==> config.mk <==
export PLATFORM = sky130hd
export DESIGN_NAME = ptp_top
export DESIGN_NICKNAME = d
export VERILOG_FILES = /design/src/inc/ptp_pkg.sv /design/src/hdl/ptp_sync.sv /design/src/hdl/ptp_hyst.sv /design/src/hdl/ptp_top.sv
export SDC_FILE = /design/constraint.sdc
export NUM_CORES = 1
export LEC_CHECK = 0
export ABC_AREA = 1
export BUFFER_PORTS_ARGS = -buffer_cell sky130_fd_sc_hd__buf_2
export CAP_MARGIN = 20
export CELL_PAD_IN_SITES_DETAIL_PLACEMENT = 0
export CELL_PAD_IN_SITES_GLOBAL_PLACEMENT = 2
export CORE_UTILIZATION = 33
export CTS_CLUSTER_SIZE = 30
export DETAILED_ROUTE_END_ITERATION = 7
export MAX_ROUTING_LAYER = met4
export PLACE_DENSITY_LB_ADDON = 0.08
export SLEW_MARGIN = 40
export SYNTH_ARGS = -nofsm -noshare
export SYNTH_HDL_FRONTEND = slang
export SYNTH_SLANG_ARGS = --single-unit
==> constraint.sdc <==
create_clock -name clk -period 13.2 [get_ports clk]
set_clock_uncertainty 0.2 [all_clocks]
set_input_delay 3.3 -clock clk [delete_from_list [all_inputs] [get_ports clk]]
set_output_delay 3.3 -clock clk [all_outputs]
set_load 0.05 [all_outputs]
==> src/inc/ptp_pkg.sv <==
// Purpose: shared constants of the power and thermal protection supervisor
// Assumes: 100 MHz clock, one millisecond housekeeping tick
// Notes:   fault bit positions index the sticky fault vector of the top

package ptp_pkg;

   // clock and housekeeping tick
   localparam int CLK_NS        = 10;
   localparam int TICK_NS       = 1000000;                     // one millisecond
   localparam int TICK_CYC      = (TICK_NS + CLK_NS - 1) / CLK_NS;

   // charge gauge timing, rate unit is 0.1 s per percent
   localparam int GAUGE_DEF_MS  = 16800;                       // 16.8 s per percent
   localparam int GAUGE_STEP_MS = 100;
   localparam logic [6:0] GAUGE_FULL = 7'h64;                  // 100 percent
   localparam logic [6:0] GAUGE_ZERO = 7'h00;

   // fan stall window
   localparam int STALL_MS      = 1000;

   // cutback scale, full effort
   localparam logic [7:0] SCALE_FULL = 8'hff;

   // motor temperature estimate leak per tick, as a right shift
   localparam int EST_LEAK_SH   = 8;

   // sticky fault vector layout
   localparam int FLT_W         = 5;
   localparam int FLT_STALL     = 0;
   localparam int FLT_MOT_OT    = 1;
   localparam int FLT_OVSPD     = 2;
   localparam int FLT_OV        = 3;
   localparam int FLT_UV        = 4;

   // under-voltage cut-out sequence
   typedef enum logic [1:0] {
      PTP_UV_OK   = 2'b00,
      PTP_UV_WAIT = 2'b01,
      PTP_UV_TRIP = 2'b10
   } ptp_uv_t;

endpackage

==> src/hdl/ptp_sync.sv <==
// Purpose: two-flop synchroniser for asynchronous pin levels
// Assumes: inputs are slow levels, no pulse narrower than two clocks
// Notes:   only the second stage leaves the module

`timescale 1ns/10ps

module ptp_sync #(
   parameter int W = 1
) (
   input  wire logic         clk,
   input  wire logic         sys_rst,
   input  wire logic [W-1:0] din,
   output logic      [W-1:0] dout
);

   typedef struct packed {
      logic [W-1:0] s1;
      logic [W-1:0] s2;
   } ptp_sync_st_t;

   ptp_sync_st_t st;
   ptp_sync_st_t next_st;

   // first stage feeds only the second
   always_comb begin
      next_st    = st;
      next_st.s1 = din;
      next_st.s2 = st.s1;
   end

   always_ff @(posedge clk) begin
      if (sys_rst) begin
         st <= '0;
      end else begin
         st <= next_st;
      end
   end

   assign dout = st.s2;

endmodule

==> src/hdl/ptp_hyst.sv <==
// Purpose: on/off threshold comparator with hysteresis for one fan
// Assumes: on threshold programmed above off threshold
// Notes:   inverted thresholds give on-priority, never oscillation per cycle

`timescale 1ns/10ps

module ptp_hyst #(
   parameter int TW = 12
) (
   input  wire logic          clk,
   input  wire logic          sys_rst,
   input  wire logic [TW-1:0] temp,
   input  wire logic [TW-1:0] on_t,
   input  wire logic [TW-1:0] off_t,
   output logic               on
);

   typedef struct packed {
      logic on;
   } ptp_hyst_st_t;

   ptp_hyst_st_t st;
   ptp_hyst_st_t next_st;

   always_comb begin
      next_st = st;
      if (temp > on_t) begin
         next_st.on = 1'b1;
      end else if (temp <= off_t) begin
         next_st.on = 1'b0;
      end
   end

   always_ff @(posedge clk) begin
      if (sys_rst) begin
         st <= '0;
      end else begin
         st <= next_st;
      end
   end

   assign on = st.on;

endmodule

==> src/hdl/ptp_top.sv <==
// Purpose: fan control, motor and battery protection, charge gauge
// Assumes: measured values arrive synchronous to clk; pins are synchronised here
// Notes:   all configuration is plain ports; faults are sticky until fault_clr
//
// Contract
// - motor fan output only while seat switch shows operator present.
// - heatsink fans turn on above the switch-on temperature.
// - heatsink fans turn off at or below the switch-off temperature.
// - when enabled, stopped heatsink fans raise a warning fault.
// - external fan on above threshold of selected source, at fan voltage.
// - external fan off once chosen source falls to switch-off temperature.
// - external fan not driven on an output used by another function.
// - current-based motor temperature estimate always applied beside direct inputs.
// - brake above speed limit; trip speed exceeded shuts down with fault.
// - above over-voltage start, braking effort reduced linearly.
// - voltage above over-voltage cut-out level cuts out with fault.
// - below under-voltage start, battery current drawn reduced linearly.
// - under-voltage cut-out only after staying low past protection delay.
// - cell count zero disables the charge gauge entirely.
// - per-cell voltage at reset level sets the gauge to 100 percent.
// - gauge at cut-out level selects the low-battery profile.
// - gauge drops one percent per rate interval; rate zero means 16.8 s.
// - warning and cut-out levels of zero percent disable those actions.
// - charge and discharge current limited apart; discharge limit per profile.
// - regenerative current reported as negative values.

`timescale 1ns/10ps

module ptp_top #(
   parameter int TW       = 12,
   parameter int VW       = 16,
   parameter int SW       = 16,
   parameter int IW       = 16,
   parameter int NOUT     = 8,
   parameter int TICK_CYC = ptp_pkg::TICK_CYC
) (
   input  wire logic                    clk,
   input  wire logic                    sys_rst,
   input  wire logic                    seat_sw,
   input  wire logic                    fan_tach,
   input  wire logic                    mot_ot_sw,
   input  wire logic [TW-1:0]           hs_temp,
   input  wire logic [TW-1:0]           mot_temp,
   input  wire logic [VW-1:0]           batt_v,
   input  wire logic [SW-1:0]           mot_speed,
   input  wire logic signed [IW-1:0]    mot_curr,
   input  wire logic signed [IW-1:0]    batt_curr,
   input  wire logic                    mfan_en,
   input  wire logic [TW-1:0]           hs_on_t,
   input  wire logic [TW-1:0]           hs_off_t,
   input  wire logic                    stall_en,
   input  wire logic [TW-1:0]           xf_on_t,
   input  wire logic [TW-1:0]           xf_off_t,
   input  wire logic                    xf_src_mot,
   input  wire logic [2:0]              xf_out_sel,
   input  wire logic [7:0]              xf_volt,
   input  wire logic [NOUT-1:0]         out_busy,
   input  wire logic [3:0]              est_gain,
   input  wire logic [23:0]             est_limit,
   input  wire logic [TW-1:0]           mot_t_limit,
   input  wire logic [SW-1:0]           speed_lim,
   input  wire logic [SW-1:0]           trip_speed,
   input  wire logic [VW-1:0]           ov_start,
   input  wire logic [VW-1:0]           ov_cut,
   input  wire logic [2:0]              ov_gain,
   input  wire logic [VW-1:0]           uv_start,
   input  wire logic [VW-1:0]           uv_cut,
   input  wire logic [2:0]              uv_gain,
   input  wire logic [15:0]             uv_delay_ms,
   input  wire logic [7:0]              cells,
   input  wire logic [15:0]             reset_cell_v,
   input  wire logic [9:0]              gauge_rate,
   input  wire logic [6:0]              warn_pct,
   input  wire logic [6:0]              cut_pct,
   input  wire logic [IW-1:0]           chg_lim,
   input  wire logic [IW-1:0]           dis_lim [4],
   input  wire logic [1:0]              profile,
   input  wire logic                    fault_clr,
   output logic                         mfan_out,
   output logic                         hs_fan_out,
   output logic [NOUT-1:0]              xf_out,
   output logic [7:0]                   xf_level,
   output logic                         brake_req,
   output logic [7:0]                   brake_scale,
   output logic [7:0]                   drive_scale,
   output logic                         cutout,
   output logic [ptp_pkg::FLT_W-1:0]    faults,
   output logic [6:0]                   gauge_pct,
   output logic                         gauge_warn,
   output logic                         low_batt_prof,
   output logic signed [IW-1:0]         dis_lim_act,
   output logic signed [IW-1:0]         chg_lim_act,
   output logic                         curr_cut_dis,
   output logic                         curr_cut_chg,
   output logic signed [IW-1:0]         batt_curr_rpt
);

   typedef struct packed {
      logic [16:0]              pre;
      logic                     tick;
      logic                     tach_d;
      logic [10:0]              stall_ms;
      logic [23:0]              est;
      ptp_pkg::ptp_uv_t         uv;
      logic [15:0]              uv_ms;
      logic [16:0]              g_ms;
      logic                     mfan;
      logic                     hsf;
      logic [NOUT-1:0]          xf;
      logic [7:0]               xlev;
      logic                     brk;
      logic [7:0]               bscale;
      logic [7:0]               dscale;
      logic [ptp_pkg::FLT_W-1:0] flt;
      logic                     cut;
      logic [6:0]               gauge;
      logic                     gwarn;
      logic                     lowb;
      logic signed [IW-1:0]     dlim;
      logic signed [IW-1:0]     clim;
      logic                     cdis;
      logic                     cchg;
      logic signed [IW-1:0]     icur;
   } ptp_st_t;

   ptp_st_t st;
   ptp_st_t next_st;

   logic [2:0]    pin_s;
   logic          hs_on;
   logic          xf_on;
   logic [TW-1:0] xf_temp;

   // seat, tach and thermal switch come straight from pins
   ptp_sync #(
      .W    (3)
   ) u_sync (
      .clk     (clk),
      .sys_rst (sys_rst),
      .din     ({mot_ot_sw, fan_tach, seat_sw}),
      .dout    (pin_s)
   );

   // internal heatsink fans
   ptp_hyst #(
      .TW   (TW)
   ) u_hs_hyst (
      .clk     (clk),
      .sys_rst (sys_rst),
      .temp    (hs_temp),
      .on_t    (hs_on_t),
      .off_t   (hs_off_t),
      .on      (hs_on)
   );

   assign xf_temp = xf_src_mot ? mot_temp : hs_temp;

   ptp_hyst #(
      .TW   (TW)
   ) u_xf_hyst (
      .clk     (clk),
      .sys_rst (sys_rst),
      .temp    (xf_temp),
      .on_t    (xf_on_t),
      .off_t   (xf_off_t),
      .on      (xf_on)
   );

   // scratch terms of the next-state logic
   logic [IW-1:0] i_abs;
   logic [24:0]   est_sum;
   logic [23:0]   red;
   logic [23:0]   g_ref;
   logic [16:0]   g_int;
   logic [6:0]    g_new;
   logic [ptp_pkg::FLT_W-1:0] fset;

   always_comb begin
      next_st  = st;
      fset     = '0;
      i_abs    = '0;
      est_sum  = '0;
      red      = '0;
      g_ref    = '0;
      g_int    = '0;
      g_new    = st.gauge;

      // millisecond housekeeping tick
      next_st.tick = 1'b0;
      if (st.pre == 17'(TICK_CYC - 1)) begin
         next_st.pre  = '0;
         next_st.tick = 1'b1;
      end else begin
         next_st.pre = st.pre + 17'h00001;
      end

      next_st.mfan = mfan_en & pin_s[0];

      next_st.hsf = hs_on;

      next_st.tach_d = pin_s[1];
      if (!st.hsf || (pin_s[1] != st.tach_d)) begin
         next_st.stall_ms = '0;
      end else if (st.tick && st.stall_ms != 11'(ptp_pkg::STALL_MS)) begin
         next_st.stall_ms = st.stall_ms + 11'h001;
      end
      fset[ptp_pkg::FLT_STALL] = stall_en && (st.stall_ms == 11'(ptp_pkg::STALL_MS));

      next_st.xf   = '0;
      next_st.xlev = 8'h00;
      if (xf_on && !out_busy[xf_out_sel]) begin
         next_st.xf[xf_out_sel] = 1'b1;
         next_st.xlev           = xf_volt;
      end

      i_abs = mot_curr[IW-1] ? IW'(-mot_curr) : IW'(mot_curr);
      if (st.tick) begin
         est_sum = {1'b0, st.est} - 25'({1'b0, st.est} >> ptp_pkg::EST_LEAK_SH)
                   + (25'(i_abs) << est_gain);
         next_st.est = est_sum[24] ? 24'hffffff : est_sum[23:0];
      end
      fset[ptp_pkg::FLT_MOT_OT] = (st.est > est_limit) || (mot_temp > mot_t_limit)
                                  || pin_s[2];

      next_st.brk = mot_speed > speed_lim;
      fset[ptp_pkg::FLT_OVSPD] = mot_speed > trip_speed;

      next_st.bscale = ptp_pkg::SCALE_FULL;
      if (batt_v > ov_start) begin
         red = 24'(batt_v - ov_start) << ov_gain;
         next_st.bscale = (red > 24'(ptp_pkg::SCALE_FULL)) ? 8'h00
                          : ptp_pkg::SCALE_FULL - red[7:0];
      end
      fset[ptp_pkg::FLT_OV] = batt_v > ov_cut;

      next_st.dscale = ptp_pkg::SCALE_FULL;
      if (batt_v < uv_start) begin
         red = 24'(uv_start - batt_v) << uv_gain;
         next_st.dscale = (red > 24'(ptp_pkg::SCALE_FULL)) ? 8'h00
                          : ptp_pkg::SCALE_FULL - red[7:0];
      end

      case (st.uv)
         ptp_pkg::PTP_UV_OK: begin
            next_st.uv_ms = '0;
            if (batt_v < uv_cut) begin
               next_st.uv = ptp_pkg::PTP_UV_WAIT;
            end
         end
         ptp_pkg::PTP_UV_WAIT: begin
            if (batt_v >= uv_cut) begin
               next_st.uv = ptp_pkg::PTP_UV_OK;
            end else if (st.uv_ms > uv_delay_ms) begin
               next_st.uv = ptp_pkg::PTP_UV_TRIP;
            end else if (st.tick && st.uv_ms != 16'hffff) begin
               next_st.uv_ms = st.uv_ms + 16'h0001;
            end
         end
         ptp_pkg::PTP_UV_TRIP: begin
            fset[ptp_pkg::FLT_UV] = 1'b1;
            if (batt_v >= uv_cut) begin
               next_st.uv = ptp_pkg::PTP_UV_OK;
            end
         end
         default: begin
            next_st.uv = ptp_pkg::PTP_UV_OK;
         end
      endcase

      // sticky faults, a new event wins over the clear
      next_st.flt = (fault_clr ? '0 : st.flt) | fset;
      // cut-out bit, same edge as the faults
      next_st.cut = next_st.flt[ptp_pkg::FLT_OVSPD] | next_st.flt[ptp_pkg::FLT_OV]
                    | next_st.flt[ptp_pkg::FLT_UV];

      next_st.brk = next_st.brk & ~st.flt[ptp_pkg::FLT_OVSPD];

      g_int = (gauge_rate == 10'h000) ? 17'(ptp_pkg::GAUGE_DEF_MS)
              : 17'(gauge_rate) * 17'(ptp_pkg::GAUGE_STEP_MS);
      g_ref = 24'(cells) * 24'(reset_cell_v);

      if (cells == 8'h00) begin
         g_new         = ptp_pkg::GAUGE_ZERO;
         next_st.g_ms  = '0;
      end else if (24'(batt_v) >= g_ref) begin
         g_new         = ptp_pkg::GAUGE_FULL;
         next_st.g_ms  = '0;
      end else if (st.tick) begin
         if (st.g_ms + 17'h00001 >= g_int) begin
            next_st.g_ms = '0;
            if (st.gauge != ptp_pkg::GAUGE_ZERO) begin
               g_new = st.gauge - 7'h01;
            end
         end else begin
            next_st.g_ms = st.g_ms + 17'h00001;
         end
      end
      next_st.gauge = g_new;

      next_st.gwarn = (cells != 8'h00) && (warn_pct != 7'h00) && (g_new <= warn_pct);
      next_st.lowb  = (cells != 8'h00) && (cut_pct != 7'h00) && (g_new <= cut_pct);

      next_st.dlim = IW'(dis_lim[profile]);
      next_st.clim = IW'(-$signed(chg_lim));
      next_st.cdis = batt_curr > $signed(dis_lim[profile]);
      next_st.cchg = batt_curr < next_st.clim;
      next_st.icur = batt_curr;
   end

   always_ff @(posedge clk) begin
      if (sys_rst) begin
         st <= '0;
      end else begin
         st <= next_st;
      end
   end

   // every output comes straight from the state register
   assign mfan_out      = st.mfan;
   assign hs_fan_out    = st.hsf;
   assign xf_out        = st.xf;
   assign xf_level      = st.xlev;
   assign brake_req     = st.brk;
   assign brake_scale   = st.bscale;
   assign drive_scale   = st.dscale;
   assign faults        = st.flt;
   assign gauge_pct     = st.gauge;
   assign gauge_warn    = st.gwarn;
   assign low_batt_prof = st.lowb;
   assign dis_lim_act   = st.dlim;
   assign chg_lim_act   = st.clim;
   assign curr_cut_dis  = st.cdis;
   assign curr_cut_chg  = st.cchg;
   assign batt_curr_rpt = st.icur;

   // cut-out has its own state bit, so no logic sits after the flop
   assign cutout        = st.cut;

endmodule

==> results.py, run 1 <==
metrics = {
    "grt": {
        "grt_max_degree": 59,
        "grt_pass1_vias": 25000,
        "grt.total_usage_pct": 23.2,
        "grt_pass1_wl_um": 139000,
        "antenna_found_initial": 28,
        "grt_overflow": 0,
    },
    "setup_path": {
        "critPathMaxStageDelay_ns": 0.54,
        "path_max_fanout": 17,
        "required_ns": 13.42,
        "start_kind": "primary input",
        "cp_slowest_cell": "fa_1",
        "crit_type": "in2reg",
        "crit_arrival_ns": 9.63,
        "endpoint_kind": "register",
    },
    "power_and_ir_drop": {
        "p_leak_uw": 0.0167,
        "irDropWorstVdd_mv": 0.0936,
        "p_per_area_nw_per_um2": 98.2,
    },
    "detailed_routing": {
        "routed_wl_um": 90400,
        "ant_nets": 0,
        "drt-vias-per-instance": 4.66,
        "firstDrtPassIters": 7,
        "drc_errors": 0,
        "dr.first_iter.drc_count": 1020,
        "vias": 25100,
        "wl_per_cell_um": 16.8,
    },
    "placed_design": {
        "portBuffers": 551,
        "hpwl_um": 77900,
        "globalplace.congestion": 0.896,
    },
    "clock_tree": {
        "cts.sinks": 197,
        "cts_tree": "yes",
        "clk_latency_ns": 0.49,
        "cts_max_level": 4,
        "cts_resized": 0,
        "cts_root_buf": "clkbuf_16",
        "holdBufCountCts": 0,
        "cts_made_buffers": 17,
        "path_clk_slew_ns": 0.09,
        "post_cts_buffers": 0,
        "clock_path_buffers": 2,
    },
    "logic_synthesis": {
        "syn-mean-instance-area_um2": 6.61,
        "synth_edf_count": 0,
        "synth_fp_nets": 4888,
        "synthCells": 3930,
        "ys_seq_area_share_pct": 15.2,
        "ys.flop_type": "dfxtp_1",
        "async_flop_share_pct": 0,
        "ys_types": 55,
        "yosys_warnings": 0,
        "syn_area_um2": 26000,
        "ys_seq_elements": 197,
    },
    "timing": {
        "hold_ws_ns": 0.210,
        "setup_viol": 0,
        "fin_tns_setup_ns": 0,
        "rsz0062_at_grt": "no",
        "post-route-period-util_pct": 71.3,
        "hold_viol_final": 0,
        "maxSlewHeadroom_pct": 43.1,
        "worst_pin_slew_ns": 0.832,
        "period_minus_slack_ns": 9.42,
        "slew_violations": 0,
        "fmax_mhz": 106,
    },
    "floorplan": {
        "dieHeight_um": 283,
        "die-width_um": 283,
        "dieArea_um2": 79800,
        "ios": 552,
        "rows": 102,
        "core_area_um2": 77700,
        "initial_core_util_pct": 33.4,
    },
    "final_layout": {
        "final_cell_mix": "809 x nand2_1, 794 x inv_1, 550 x buf_2",
        "final_common_cell": "nand2_1",
        "fin_nets": 5272,
        "drive_above_1_share_pct": 15.0,
        "area_delta_synth_final_pct": 14.0,
    },
    "flow_run": {
        "drv_cap": 0,
    },
    "run_status": {
        "status": "finished, final reports clean",
    },
    "hold_path": {
        "min_path_type": "reg2reg",
    },
}
==> worst max-delay path: cells and delay by family <==
family                   cells  cell delay, ns
AND/OR/NAND/NOR              9            1.06
adder cells (fa/ha/maj)      7            3.01
XOR/XNOR                     1            0.10
buffers and inverters        5            0.56
AO/OA/AOI/OAI               10            1.57
==> path summary, 6_finish.rpt <==
| check | from | end | slack [ns] | cells after the start |
|---|---|---|---|---|
| min reg2reg | u_sync.next_st[0]$_SDFF_PP0_ | u_sync.dout[0]$_SDFF_PP0_ | 0.21 | 2 |
| max | cells[6] | gauge_warn$_SDFF_PP0_ | 3.78 | 32 |
| max reg2reg | st[100]$_SDFFE_PP0P_ | gauge_warn$_SDFF_PP0_ | 8.50 | 28 |
| min | u_sync.next_st[0]$_SDFF_PP0_ | u_sync.dout[0]$_SDFF_PP0_ | 0.21 | 2 |
==> layout make-up <==
cell class	instances	area, µm²
tap	1040	1300
timing repair buffer	554	2780
sequential	197	3940
fill	8780	48100
clock inverter	13	139
multi-input combinational	2742	17900
inverter	802	3010
antenna	28	70.1
clock buffer	18	439
==> layer usage <==
layer | wire, µm | global-route usage [%] | share of wire, %
met1 | 40500 | 27.4 | 45
met2 | 42700 | 39.2 | 47
met3 | 4920 | 4.49 | 5.4
met4 | 2280 | 7.66 | 2.5
met5 | 0 | - | 0
==> Yosys cell counts (9+ instances only) <==
| cell type | instances | area, µm² |
|---|---|---|
| nand2_2 | 10 | 62.6 |
| buf_2 | 10 | 50.1 |
| a211oi_1 | 10 | 75.1 |
| a31oi_1 | 13 | 81.3 |
| o21bai_1 | 15 | 113 |
| a21oi_1 | 272 | 1360 |
| o21ai_0 | 143 | 716 |
| fa_1 | 107 | 2140 |
| a22oi_1 | 16 | 120 |
| xnor2_1 | 30 | 263 |
| xor2_1 | 66 | 578 |
| nand2_1 | 809 | 3040 |
| a32o_1 | 16 | 160 |
| nand3_1 | 203 | 1020 |
| dfxtp_1 | 197 | 3940 |
| nand4_1 | 63 | 394 |
| nor3_1 | 47 | 235 |
| o211ai_1 | 12 | 90.1 |
| nor3b_1 | 9 | 67.6 |
| inv_1 | 797 | 2990 |
| or2_2 | 15 | 93.8 |
| clkbuf_1 | 78 | 293 |
| mux2_2 | 11 | 124 |
| ha_1 | 399 | 4990 |
| nor2_1 | 377 | 1420 |
| buf_4 | 96 | 721 |
| nor4_1 | 23 | 144 |
==> sequential cells by signal, summed over array words and instances, names as in the netlist <==
signal / count
batt_curr_rpt: 16
brake_req: 1
brake_scale: 8
chg_lim_act: 16
curr_cut_chg: 1
curr_cut_dis: 1
cutout: 1
dis_lim_act: 16
drive_scale: 8
faults: 5
gauge_pct: 7
gauge_warn: 1
hs_fan_out: 1
low_batt_prof: 1
mfan_out: 1
st: 89
u_hs_hyst.on: 1
u_sync.dout: 3
u_sync.next_st: 3
u_xf_hyst.on: 1
xf_level: 8
xf_out: 8
==> metrics by stage <==
step           cell area (µm²)  total power, µW  utilization (%)  cells  worst slack, ns
6_report                 29600             2910             38.1   5394             3.78
5_1_grt                  29600             3240             38.1   5393             3.19
4_1_cts                  29500             2960             38.0   5366             3.73
3_5_place_dp             29000             2390             37.3   5335             3.18
3_3_place_gp             29000             2390             37.3   5335             3.29
2_1_floorplan            26000             1930                -   3930             3.71
==> power breakdown <==
group	switching [µW]	internal (µW)
combinational	1100	627
sequential	10.1	617
clock	283	270
total	1390	1520
==> kinds of logic (layout without fill, tap and decap cells) <==
kind of cell	after synthesis	in the layout	synth area share (%)
AOI/OAI and AO/OA	535	535	11.6
xor gates and xnor gates	96	96	3.24
adders and majority gates	506	506	27.5
buffers and inverters	991	1387	15.8
DFF	197	197	15.2
muxes	12	12	0.515
other	0	28	0
and+or+nand+nor	1593	1593	26.2
(Power assumes the default switching activity.)
==> run 2: changes to the inputs <==
ABC_AREA = 0   (was 1)
clock period = 8.9 ns   (was 13.2 ns; I/O delays follow)
==> run 2 against run 1 <==
Against the previous run: non-clock buffer count rose by 88; synthesized area fell by 3.9%; largest cell class unchanged; largest power group unchanged; first-iteration DRC count fell by 14%; sequential cell count did not move; highest routed layer unchanged; total power rose by 63%.
==> results.py, run 2 <==
metrics = {
    "run_status": {
        "status": "finished, final reports clean",
    },
    "logic_synthesis": {
        "yosys.area.top_type": "ha_1",
        "syn_area_um2": 25000,
        "ys_seq_area_share_pct": 15.8,
        "synth_fp_nets": 4027,
        "synthCells": 3069,
        "yosysMostFrequentCell": "inv_1",
        "ys_seq_elements": 197,
        "ys.flop_type": "dfxtp_1",
        "synth_edf_count": 0,
        "yosysTopAreaCellShare_pct": 20.0,
        "synthTopCellsByCount": "454 x inv_1, 399 x ha_1, 197 x dfxtp_1, 193 x nor2_1, 174 x a21oi_1",
        "ys_top_cells_by_area": "ha_1 20%, dfxtp_1 16%, fa_1 8.6%",
        "async_flop_share_pct": 0,
        "yosys_warnings": 0,
        "syn-mean-instance-area_um2": 8.14,
        "ys_types": 85,
    },
    "detailed_routing": {
        "firstDrtPassIters": 5,
        "highest_layer": "met4",
        "wl_met2_um": 41400,
        "routed_wl_um": 84100,
        "drc_errors": 0,
        "drt-vias-per-instance": 5.04,
        "wl_per_cell_um": 18.4,
        "m1WireLength_um": 37100,
        "ant_nets": 0,
        "wl_met3_um": 4300,
        "vias": 23000,
        "dr.first_iter.drc_count": 882,
    },
    "setup_path": {
        "endpoint_kind": "register",
        "required_ns": 9.12,
        "start_kind": "primary input",
        "crit_arrival_ns": 8.92,
        "crit_type": "in2reg",
        "path_max_fanout": 7,
        "critPathMaxStageDelay_ns": 0.51,
        "cpMostUsedCell": "fa_1",
        "cp_slowest_cell": "fa_1",
    },
    "clock_tree": {
        "holdBufCountCts": 0,
        "cts_made_buffers": 17,
        "cts.sinks": 197,
        "cts_max_level": 4,
        "clock_path_buffers": 2,
        "clk_latency_ns": 0.50,
        "cts_tree": "yes",
        "path_clk_slew_ns": 0.09,
        "cts_root_buf": "clkbuf_16",
    },
    "timing": {
        "hold_viol_final": 0,
        "maxSlewHeadroom_pct": 48.5,
        "post-route-period-util_pct": 97.8,
        "slew_violations": 0,
        "fmax_mhz": 115,
        "worst_pin_slew_ns": 0.768,
        "period_minus_slack_ns": 8.70,
        "setup_viol": 0,
        "rsz0062_at_grt": "yes",
    },
    "placed_design": {
        "dpl-instance-area_um2": 28600,
        "hpwl_um": 72200,
        "globalplace.congestion": 0.922,
        "portBuffers": 551,
    },
    "power_and_ir_drop": {
        "share_seq_of_total_power_pct": 19.6,
        "irDropWorstVdd_mv": 0.132,
        "sw_frac_of_total_pct": 43.1,
        "power_frac_clock_pct": 17.9,
        "cell_internal_pwr_uw": 2690,
        "combPwrFrac_pct": 62.5,
        "switching_power_uw": 2040,
        "p_per_area_nw_per_um2": 159,
        "p_leak_uw": 0.0149,
    },
    "hold_path": {
        "min_path_type": "reg2reg",
    },
    "final_layout": {
        "drive_above_1_share_pct": 23.0,
        "fin_area_um2": 29700,
        "fin_util_pct": 39.8,
        "final_cell_mix": "538 x buf_2, 446 x inv_1, 389 x ha_1",
        "largest_reg_flops": 89,
        "area_delta_synth_final_pct": 19.1,
        "top_register": "st",
        "fin_nets": 4516,
        "final_common_cell": "buf_2",
    },
    "floorplan": {
        "rows": 100,
        "ios": 552,
        "initial_core_util_pct": 33.4,
        "die-width_um": 277,
        "core_area_um2": 74700,
        "dieHeight_um": 277,
        "dieArea_um2": 76800,
    },
    "grt": {
        "grt_max_degree": 70,
        "grt_overflow": 0,
        "grt_pass1_wl_um": 132000,
        "grt.total_usage_pct": 22.4,
        "antenna_found_initial": 27,
        "grt_pass1_vias": 23800,
    },
    "flow_run": {
        "drv_cap": 0,
    },
}
==> run 2: changes by cell type after synthesis, moves of 31 or more <==
cell and delta:
o21a_1 +47, inv_1 -343, mux2i_1 +31, and2_1 +122
xnor2_1 +34, a21o_1 +69, nor2b_1 +61, nor2_1 -184
nand2_1 -656, nand2b_1 +33, a21oi_1 -98, nand3_1 -144
==> run 2: layout make-up <==
type                    instances  area, µm²
flip-flops and latches        197       3940
multi-input cells            2243      18600
clock inverters                14        199
clock buffers                  18        439
well taps                     969       1210
inverters                     457       1720
repair buffers                642       3570
fillers                      7837      45000
diodes                         22       55.1
==> run 2: kinds of logic after synthesis <==
kind of cell	count (synthesis)	synth area share, %
AND/OR/NAND/NOR	874	18.4
flip-flops	197	15.8
buffers and inverters	629	11.0
adder cells (fa/ha/maj)	507	28.6
multiplexers	75	3.99
XOR/XNOR	125	4.39
AO/OA/AOI/OAI	662	17.9
==> run 2: layer usage <==
| metal | vias to the layer above | global-route usage, % |
|---|---|---|
| met5 | - | - |
| met4 | 0 | 5.37 |
| met3 | 61 | 4.47 |
| met2 | 497 | 38.7 |
| met1 | 10900 | 26.5 |
| li1 | 11500 | - |
==> run 2: what timing repair did <==
item,4_1_cts,5_1_grt
hold endpoints to repair,0,0
resized for setup,3,91
pin swaps,2,36
setup buffers,0,7
gates cloned,0,1
endpoints found under the setup margin,2,2
==> run 2: worst max-delay path, delay by kind of cell <==
| family | cells | cell delay (ns) |
|---|---|---|
| adder cells (fa/ha/maj) | 7 | 2.83 |
| AO/OA/AOI/OAI | 16 | 2.39 |
| AND/OR/NAND/NOR | 8 | 0.98 |
| buffers and inverters | 4 | 0.31 |
| XOR/XNOR | 1 | 0.16 |
==> run 2: path summary, 6_finish.rpt <==
path,startpoint,end,slack [ns],depth (start not counted)
hold / removal,u_sync.next_st[0]$_SDFF_PP0_,u_sync.dout[0]$_SDFF_PP0_,0.24,1
setup reg to reg,st[100]$_SDFFE_PP0P_,gauge_warn$_SDFF_PP0_,3.44,24
hold reg to reg,u_sync.next_st[0]$_SDFF_PP0_,u_sync.dout[0]$_SDFF_PP0_,0.24,1
setup / recovery,reset_cell_v[4],gauge_warn$_SDFF_PP0_,0.20,36
==> run 2: metrics by stage <==
| stage | total power (µW) | cells | setup slack (ns) | hold WS, ns | setup TNS [ns] |
|---|---|---|---|---|---|
| global placement | 3680 | 4500 | -0.435 | 0.222 | -0.860 |
| finish | 4740 | 4562 | 0.195 | 0.244 | 0 |
| detailed placement | 3700 | 4500 | -0.635 | 0.227 | -1.22 |
| floorplan | 2850 | 3069 | 0.00965 | 0.214 | 0 |
| global route | 5180 | 4560 | -0.143 | 0.272 | -0.242 |
| CTS | 4600 | 4532 | 0.00145 | 0.248 | 0 |
==> run 2: power by group through the flow <==
stage	clock, µW	combinational, µW	sequential, µW
3_5_place_dp	0	2750	947
3_3_place_gp	0	2730	947
4_1_cts	888	2790	927
6_report	850	2960	927
5_1_grt	917	3330	931
2_1_floorplan	0	1890	957
